### src/logic/adc_pkg.sv
/*
 package for the converter back end and its host reader.
 assumes one system clock shared by both ends.
*/
package adc_pkg;
  localparam int unsigned SAMPLE_W        = 16;
  localparam int unsigned DECIM_SLOW      = 8;
  localparam int unsigned DECIM_FAST      = 4;
  localparam int unsigned IMPULSE_PEAK_P  = 26;
  localparam int unsigned STEP_SETTLE_P   = 13;
  localparam int unsigned PWRUP_WAIT_P    = 100;
  localparam int unsigned CLK_PERIOD_NS   = 40;
  localparam int unsigned CNT_W           = 8;
  // host register offsets
  localparam logic [3:0]  REG_CTRL        = 4'h0;
  localparam logic [3:0]  REG_STATUS      = 4'h1;
  localparam logic [3:0]  REG_MASK        = 4'h2;
  localparam logic [3:0]  REG_SAMPLE      = 4'h3;
  localparam logic [3:0]  REG_COUNT       = 4'h4;
  // ctrl bits
  localparam int unsigned CTRL_DECIM_BIT  = 0;
  localparam int unsigned CTRL_RUN_BIT    = 1;
  // status bits
  localparam int unsigned ST_SAMPLE_BIT   = 0;
  localparam int unsigned ST_VALID_BIT    = 1;
  localparam int unsigned ST_OVERRUN_BIT  = 2;
  localparam logic [2:0]  ST_RESET        = 3'h0;
  localparam logic [2:0]  MASK_RESET      = 3'h0;
  localparam logic [1:0]  CTRL_RESET      = 2'h0;
endpackage

### src/logic/adc_link_if.sv
/*
 link between converter back end and host reader.
 the host reader takes the sample bus only while the enable is set.
*/
`timescale 1ns/1ns
interface adc_link_if;
  import adc_pkg::*;
  logic                decimation_select;
  logic                power_down_n;
  logic                sample_ready_n;
  logic                host_chip_enable_n;
  logic                rd_n;
  logic [SAMPLE_W-1:0] dout;
  logic                dout_oe;
  modport dev
  (
    input  decimation_select, power_down_n, host_chip_enable_n, rd_n,
    output sample_ready_n, dout, dout_oe
  );
  modport host
  (
    output decimation_select, power_down_n, host_chip_enable_n, rd_n,
    input  sample_ready_n, dout, dout_oe
  );
endinterface

### src/logic/adc_decim.sv
/*
 decimating averager: sums a window of modulator words.
 assumes the modulator word arrives every clock.
*/
`timescale 1ns/1ns
module adc_decim
  import adc_pkg::*;
(
  input  wire logic                i_mclk,
  input  wire logic                i_arst_n,
  input  wire logic                i_run,
  input  wire logic                i_fast,
  input  wire logic [SAMPLE_W-1:0] i_mod,
  output logic                     o_strobe,
  output logic [SAMPLE_W-1:0]      o_word
);
  logic [3:0]            phase;
  logic [SAMPLE_W+2:0]   acc;
  logic [SAMPLE_W+2:0]   sum_in;
  wire  logic [3:0]      last_phase;
  wire  logic            at_end;

  assign last_phase = i_fast ? 4'(DECIM_FAST - 1) : 4'(DECIM_SLOW - 1);
  assign at_end     = (phase >= last_phase);
  assign sum_in     = acc + {{3{i_mod[SAMPLE_W-1]}}, i_mod};

  always_ff @(posedge i_mclk or negedge i_arst_n)
  begin
    if (!i_arst_n)
    begin
      phase    <= 4'h0;
      acc      <= '0;
      o_strobe <= 1'b0;
      o_word   <= '0;
    end
    else if (!i_run)
    begin
      phase    <= 4'h0;
      acc      <= '0;
      o_strobe <= 1'b0;
    end
    else
    begin
      o_strobe <= at_end;
      if (at_end)
      begin
        phase  <= 4'h0;
        acc    <= '0;
        o_word <= i_fast ? SAMPLE_W'(sum_in >>> 2) : SAMPLE_W'(sum_in >>> 3);
      end
      else
      begin
        phase <= phase + 4'h1;
        acc   <= sum_in;
      end
    end
  end
endmodule

### src/logic/adc_dev.sv
/*
 converter back end: decimation, power down, sample bus.
 assumes pins come from outside and are synchronised here.
*/
`timescale 1ns/1ns
module adc_dev
  import adc_pkg::*;
(
  input  wire logic                i_mclk,
  input  wire logic                i_arst_n,
  input  wire logic [SAMPLE_W-1:0] i_mod,
  adc_link_if.dev                  link
);
  // ---------------------------------------------
  // pin synchronisers
  // ---------------------------------------------
  logic [1:0] sel_sync;
  logic [1:0] pd_sync;
  logic [1:0] ce_sync;
  logic [1:0] rd_sync;
  wire  logic sel_in;
  wire  logic pd_in;

  // undriven select and power-down pins resolve to defaults
  assign sel_in = (link.decimation_select === 1'b1);
  assign pd_in  = (link.power_down_n !== 1'b0);

  always_ff @(posedge i_mclk or negedge i_arst_n)
  begin
    if (!i_arst_n)
    begin
      sel_sync <= 2'b00;
      pd_sync  <= 2'b11;
      ce_sync  <= 2'b11;
      rd_sync  <= 2'b11;
    end
    else
    begin
      sel_sync <= {sel_sync[0], sel_in};
      pd_sync  <= {pd_sync[0], pd_in};
      ce_sync  <= {ce_sync[0], link.host_chip_enable_n};
      rd_sync  <= {rd_sync[0], link.rd_n};
    end
  end

  // ---------------------------------------------
  // filter and word output
  // ---------------------------------------------
  wire  logic                run;
  wire  logic                strobe;
  wire  logic [SAMPLE_W-1:0] word;
  logic [SAMPLE_W-1:0]       dout;
  logic                      ready_n;

  assign run = pd_sync[1];

  // window length in clocks sets rate and latency
  adc_decim u_decim
  (
    .i_mclk   (i_mclk),
    .i_arst_n (i_arst_n),
    .i_run    (run),
    .i_fast   (sel_sync[1]),
    .i_mod    (i_mod),
    .o_strobe (strobe),
    .o_word   (word)
  );

  always_ff @(posedge i_mclk or negedge i_arst_n)
  begin
    if (!i_arst_n)
    begin
      dout    <= '0;
      ready_n <= 1'b1;
    end
    else if (!run)
    begin
      dout    <= '0;
      ready_n <= 1'b1;
    end
    else if (strobe)
    begin
      dout    <= word;
      ready_n <= 1'b0;
    end
    else
    begin
      ready_n <= 1'b1;
    end
  end

  // ---------------------------------------------
  // sample bus
  // ---------------------------------------------
  assign link.sample_ready_n = ready_n;
  assign link.dout           = dout;
  assign link.dout_oe        = run && !ce_sync[1] && !rd_sync[1];
endmodule

### src/flat_wrapper.sv
// flat-port wrapper written by rule: the top's interface ports become plain ports
module adc_dev_flat import adc_pkg::*;
  (i_mclk, i_arst_n, i_mod, link_decimation_select, link_power_down_n, link_host_chip_enable_n, link_rd_n, link_sample_ready_n, link_dout, link_dout_oe);
  adc_link_if link_i ();
  input  wire logic i_mclk;
  input  wire logic i_arst_n;
  input  wire logic [SAMPLE_W-1:0] i_mod;
  input wire logic [$bits(link_i.decimation_select)-1:0] link_decimation_select;
  input wire logic [$bits(link_i.power_down_n)-1:0] link_power_down_n;
  input wire logic [$bits(link_i.host_chip_enable_n)-1:0] link_host_chip_enable_n;
  input wire logic [$bits(link_i.rd_n)-1:0] link_rd_n;
  output wire logic [$bits(link_i.sample_ready_n)-1:0] link_sample_ready_n;
  output wire logic [$bits(link_i.dout)-1:0] link_dout;
  output wire logic [$bits(link_i.dout_oe)-1:0] link_dout_oe;
  assign link_i.decimation_select = link_decimation_select;
  assign link_i.power_down_n = link_power_down_n;
  assign link_i.host_chip_enable_n = link_host_chip_enable_n;
  assign link_i.rd_n = link_rd_n;
  assign link_sample_ready_n = link_i.sample_ready_n;
  assign link_dout = link_i.dout;
  assign link_dout_oe = link_i.dout_oe;
  adc_dev u_core (.i_mclk(i_mclk), .i_arst_n(i_arst_n), .i_mod(i_mod), .link(link_i));
endmodule
### config.mk
export PLATFORM = sky130hd
export DESIGN_NAME = adc_dev_flat
export DESIGN_NICKNAME = d
export VERILOG_FILES = /design/src/logic/adc_pkg.sv /design/src/logic/adc_link_if.sv /design/src/logic/adc_decim.sv /design/src/logic/adc_dev.sv /design/src/flat_wrapper.sv
export SDC_FILE = /design/constraint.sdc
export NUM_CORES = 1
export LEC_CHECK = 0
export ABC_AREA = 0
export BUFFER_PORTS_ARGS = -buffer_cell sky130_fd_sc_hd__buf_2
export CAP_MARGIN = 30
export CELL_PAD_IN_SITES_DETAIL_PLACEMENT = 0
export CELL_PAD_IN_SITES_GLOBAL_PLACEMENT = 1
export CORE_UTILIZATION = 35
export DETAILED_ROUTE_END_ITERATION = 12
export GPL_TIMING_DRIVEN = 0
export PLACE_DENSITY = 0.71
export SLEW_MARGIN = 20
export SYNTH_ARGS = -nofsm -noshare
export SYNTH_HDL_FRONTEND = slang
export SYNTH_SLANG_ARGS = --single-unit
### constraint.sdc
create_clock -name i_mclk -period 3.3 [get_ports i_mclk]
set_clock_uncertainty 0.1 [all_clocks]
set_input_delay 0.66 -clock i_mclk [delete_from_list [all_inputs] [get_ports i_mclk]]
set_output_delay 0.66 -clock i_mclk [all_outputs]
set_load 0.05 [all_outputs]
Word-level counts from Yosys, hierarchy flattened
Index checks and enable logic that the tools add are counted.

word-level totals
  flip-flop bits (word level) = 65
  bits in latches = 0
  memory bits (writable) = 0
  bits in read-only memories = 0
  input bits = 22
  memories = 0

cells by class
  add/sub/neg operators = 2
  $mul = 0
  divide/modulo/power cells = 0
  order comparisons = 1
  equality and inequality tests = 3
  shifts and indexed selects = 0
  mux-type cells = 11
  bitwise operators = 0
  reductions and logical operators = 5

operators with widths
  operator                                                       count
  16-bit 2-to-1 mux                                              3
  19-bit 2-to-1 mux                                              2
  19-bit adder                                                   1
  4-bit 2-to-1 mux                                               2
  4-bit by 1-bit adder with 4-bit output, second input constant  1
  4-bit greater-or-equal comparator                              1
  1-bit 2-to-1 mux                                               3
  3-bit 2-to-1 mux                                               1
  1-bit logical AND                                              2
  1-bit zero test                                                2
  2-bit != test, second input constant                           1
  2-bit AND reduction                                            1
  1-bit === test, second input constant                          1
  1-bit !== test, second input constant                          1

Depth between registers and ports, before layout
  word-level depth = 4
  mapped depth = 9
  gate-level depth less buffers = 9

Modules after synthesis
A second synthesis with hierarchy kept.

unflattened totals
  cell total of the unflattened synthesis = 304
  area total of the unflattened synthesis = 3,288.2 um^2

modules (own cells, without submodules)
  module     times used  cells an instance  area an instance (um^2)  seq. area each (um^2)
  adc_decim  1           242                2,347.3                  1,001.0
  adc_dev    1           62                 940.9                    634.4

Worst setup path before layout
No wires, ideal clock.

  path type = register to output
  start point = register u_core.pd_sync[1]
  end point = output link_dout_oe
  arrival = 1.912 ns
  setup slack = 0.628 ns
  cell stages (with the launch flop) = 3
  path buffers = 1
  cell sequence = dfstp_2 > clkbuf_1 > nor3b_1

between the ends
  cells in the longest elaborated chain, start to end = 2

RTL lines
  what                            line                text
  from (decl)                     adc_dev.sv:18       logic [1:0] pd_sync;
  from (signal assigned)          adc_dev.sv:40       pd_sync <= {pd_sync[0], pd_in};
  1-bit logical AND (2 in a row)  adc_dev.sv:97       assign link.dout_oe = run && !ce_sync[1] && !rd_sync[1];
  to (decl)                       flat_wrapper.sv:14  output wire logic [$bits(link_i.dout_oe)-1:0] link_dout_oe;

Every way passes these cells.

Worst setup path after layout
  start point = input i_mod[0]
  end point = register u_core.u_decim.o_word[15]

between the ends
  cells in the longest elaborated chain, start to end = 2

RTL lines
  what                  line               text
  from (decl)           flat_wrapper.sv:7  input wire logic [SAMPLE_W-1:0] i_mod;
  19-bit adder          adc_decim.sv:25    assign sum_in = acc + {{3{i_mod[SAMPLE_W-1]}}, i_mod};
  16-bit 2-to-1 mux     adc_decim.sv:49    o_word <= i_fast ? SAMPLE_W'(sum_in >>> 2) : SAMPLE_W'(sum_in >>> 3);
  to (signal assigned)  adc_decim.sv:49
  to (decl)             adc_decim.sv:15    output logic [SAMPLE_W-1:0] o_word

Every way passes these cells.
A chain may end at the register's enable or synchronous reset.

==> results by stage <==
Status:
- The flow ran to the end, and the final reports show no timing, DRC or antenna violations.

Cells and area:
- The net count of the finished layout is approximately 420.
- The number of antenna diodes in the final layout is 0.
- The number of filler cells placed in the layout is 960.
- The share of cells above drive strength 1 is a little under a quarter.
- The area added between synthesis and finish is 16.7%.
- The final standard cell area without fillers is 4020 sq um.

Logic synthesis:
- The synthesized netlist contains 52 unique library cells.
- Sequential elements use between 40% and 50% of the synthesized area.
- A synthesized cell averages between 10 and 15 sq um.
- The post-synth net total is ~370.
- After synthesis, the share of flip-flops with an asynchronous set or reset is 100%.
- The number of synthesized flops with an enable pin is 0.
- The area share of the largest cell type after synthesis is a little over two fifths.
- The largest total area in the synthesized netlist belongs to dfrtp_1.
- In the post-synthesis netlist, the biggest area contributors are dfrtp_1, ha_1, dfstp_2.
- The post-synthesis instance area is roughly 3400 sq um.
- The number of warnings issued by yosys is 0.
- In this run, synthesis produced a sequential element count of 65.
- The cell count after synthesis came out at 324.
- The commonest register cell after synthesis is dfrtp_1.

Detailed routing:
- The via total after detailed routing is about 2.5k.
- The number of nets still failing antenna checks after routing is 0.
- Dividing the detail-routed via count by the number of cells gives between 4 and 5.
- For this run, design rule violations remaining after detail routing come to 0.
- The detail-routed net length per standard cell is approximately 14 um.
- The wire length after detailed routing is roughly 7.1 mm.
- The first-pass iteration count of the detailed router is 4.
- The initial detailed-routing violation count is 137.

STA:
- The maximum clock rate is ~370 MHz.
- Setup repair after global routing left no endpoint under its margin.
- The tightest slew margin relative to the limit is 62.7%.
- For the pin with the worst max-slew slack, the measured transition is about 0.56 ns.
- The number of pins exceeding their max-slew limit in the final report is 0.
- The tightest hold path in the finished design has a slack of approximately 0.088 ns.
- After routing, the total negative slack on setup checks comes to 0 ns.
- The final critical path takes up between 80% and 90% of the cycle.
- Setup violations remaining at the end of the flow were counted as 0.
- The number of failing hold endpoints at the final stage is 0.
- The time the worst path needs with I/O delays and setup is 2.69 ns.

Critical path:
- The critical path starts at i_mod[0].
- The register-to-register path setup slack is slightly below 0.7 ns.
- The signal on the critical path passes through buf_2 > ha_1 > fa_1 > a211oi_2 > o21ai_2 > a2bb2oi_2 > a32oi_1 > xnor2_1 > nor3_1 > a221o_1.
- STA puts the critical path data arrival time at ~2.8 ns.
- The data required time at the worst endpoint is between 3 and 4 ns.
- The worst setup path is of the in2reg kind.
- On the critical path, the stage with the largest delay is an instance of fa_1.
- The category of the worst setup path launch point is a primary input.
- The family with the most delay on the worst path is compound AO/OA/AOI/OAI gates.
- The reg-to-reg startpoint is u_core.u_decim.acc[0].
- STA classifies the critical path endpoint as a flop.
- The count of buffering cells on the critical path with inverters included is 1.
- The delay of the slowest cell on the worst path is approximately 0.45 ns.
- The maximum net fanout on the critical path is 3.

Global routing:
- The aggregate global-route resource usage is 14.8%.
- Entering global routing, the biggest net connects ~50 pins.
- The number of antenna violations at the first check in global routing is 0.
- The global-route wire length before repair is around 12 mm.
- Summed over all layers, the global routing overflow is 0.
- The number of global-route vias before repair is roughly 2.3k.

Floorplanning:
- The area of the die is 10200 sq um.
- The area of the core region is 9370 sq um.
- The count of boundary I/O pins is 40.
- The floorplan die width is between 100 and 150 um.
- The die is 101 um tall.
- The number of placement rows is 35.
- The initial standard-cell utilization of the core is 36.7%.

Power:
- The analysis attributes to cell leakage a power of between 1.5 and 2 nW.
- The power share of the sequential group is roughly a third.
- For this design the total switching power over the nets is about 1.2 mW.
- Of the total power, combinational logic draws ~45%.
- The internal portion of the total power is about 2.0 mW.
- Net switching is between 30% and 40% of the power.
- The part of the total power dissipated in the clock network is between 20% and 30%.
- The power density of the placed cells is about 790 nW/um^2.
- The worst supply voltage drop on vdd is between 300 and 400 uV.
- The total power is between 3 and 4 mW.

Clock tree:
- The total CTS buffers is 9.
- The clock transition at the registers of the reported paths is around 0.070 ns.
- CTS built an H-tree with a depth of 3.
- In this run, post-CTS repair resized a total of 0 instances.
- The tree built by TritonCTS fans out to 65 sinks.
- The TritonCTS clock tree is yes.
- At the later pin of the worst-skew pair, clock insertion delay measures around 0.33 ns.
- The master cell of the clock root buffer is clkbuf_8.
- In this run the post-CTS setup repair buffer count came out at 0.
- The quantity of hold-fixing buffers added after cts is 0.
- In this run the deepest clock path goes through 2 buffers.

Place:
- The number of buffer cells added on primary ports is 39.
- Summing all placed instances gives a cell area of approximately 3800 sq um.
- The weighted congestion at the end of routability-driven global placement is between 0.7 and 0.8.
- The half-perimeter wire length after detailed placement is around 5.5 mm.

Hold path:
- The worst hold path belongs to the class in2async.

Run:
- The max capacitance violation total is 0.
registers in the layout, indices dropped and copies added, names as in the netlist:
register and cells:
u_core.rd_sync 2, u_core.link.sample_ready_n 1, u_core.u_decim.o_word 16, u_core.u_decim.phase 4, u_core.u_decim.o_strobe 1, u_core.link.dout 16
u_core.pd_sync 2, u_core.ce_sync 2, u_core.u_decim.acc 19, u_core.sel_sync 2
logic make-up after synthesis:
logic type | after synthesis | synth area share, %
DFF | 65 | 47.5
and+or+nand+nor | 102 | 15.0
AOI/OAI and AO/OA | 79 | 16.6
buffers and inverters | 21 | 3.09
xor gates and xnor gates | 18 | 4.58
adders and majority gates | 21 | 7.85
muxes | 18 | 5.31
synthesized netlist by cell type (2+ instances only):
cell type	number
nand3_1	4
a21oi_1	16
buf_2	4
and3_1	5
dfstp_2	7
xnor2_1	12
mux2_2	2
a31oi_1	5
o21ai_0	10
o21ai_2	3
clkbuf_1	8
o211ai_1	3
a21oi_2	5
a21o_1	9
dfrtp_1	58
nand4_1	3
o21a_1	2
ha_1	20
inv_1	6
xor2_1	6
a22oi_1	5
nor2b_1	24
buf_6	3
mux2i_1	16
nor3_1	3
nand2b_1	4
nand2_1	28
o21ai_1	2
and2_1	3
a211oi_1	2
a211oi_2	2
a32oi_1	2
nor2_1	23
layout make-up:
| cell class | instances | area, sq um | area share, % |
|---|---|---|---|
| plain buffers | 15 | 83.8 | 2.09 |
| clock inverters | 3 | 40.0 | 0.996 |
| flip-flops and latches | 65 | 1640 | 40.7 |
| multi-input cells | 238 | 1700 | 42.3 |
| inverters | 6 | 22.5 | 0.560 |
| repair buffers | 40 | 225 | 5.60 |
| well taps | 129 | 161 | 4.02 |
| clock buffers | 13 | 149 | 3.70 |
worst paths after layout:
check,to,cells past startpoint
worst min-delay path,u_core.u_decim.acc[14],1
worst min register to register,u_core.rd_sync[1],0
min in group i_mclk,u_core.rd_sync[1],0
max in group asynchronous,u_core.ce_sync[0],2
worst max-delay path,u_core.u_decim.o_word[15],10
worst max register to register,u_core.u_decim.o_word[15],9
cell usage in the layout (no fill, tap or decap), types with 10 or more instances in the layout:
cell type / n
buf_2: 42
ha_1: 20
mux2i_1: 16
nor2_1: 23
dfrtp_1: 58
a21oi_1: 16
nor2b_1: 24
xnor2_1: 12
nand2_1: 28
clkbuf_8: 10
clkbuf_1: 11
o21ai_0: 10
metal layers:
metal | part of all wire [%] | track usage, % | vias to the layer above
met4 | 0.42 | 2.68 | 0
met1 | 47 | 20.2 | 1177
li1 | - | - | 1248
met5 | 0 | 0 | -
met3 | 4.3 | 3.86 | 3
met2 | 49 | 24.1 | 51
power groups by stage:
stage	Combinational [mW]	Sequential (mW)	Clock [mW]
after floorplan	1.07	1.12	0
after global placement	1.39	1.13	0
after detailed placement	1.41	1.14	0
after CTS	1.42	1.12	0.665
after global routing	1.57	1.14	0.699
final	1.41	1.11	0.642
per-stage QoR:
step | cells | util (%) | setup slack [ns]
after floorplan | 324 | - | 0.628
after global placement | 492 | 40.5 | 0.288
after detailed placement | 493 | 40.9 | 0.304
after CTS | 509 | 42.9 | 0.636
after global routing | 509 | 42.9 | 0.531
final | 509 | 42.9 | 0.611
(Power assumes the default switching activity.)
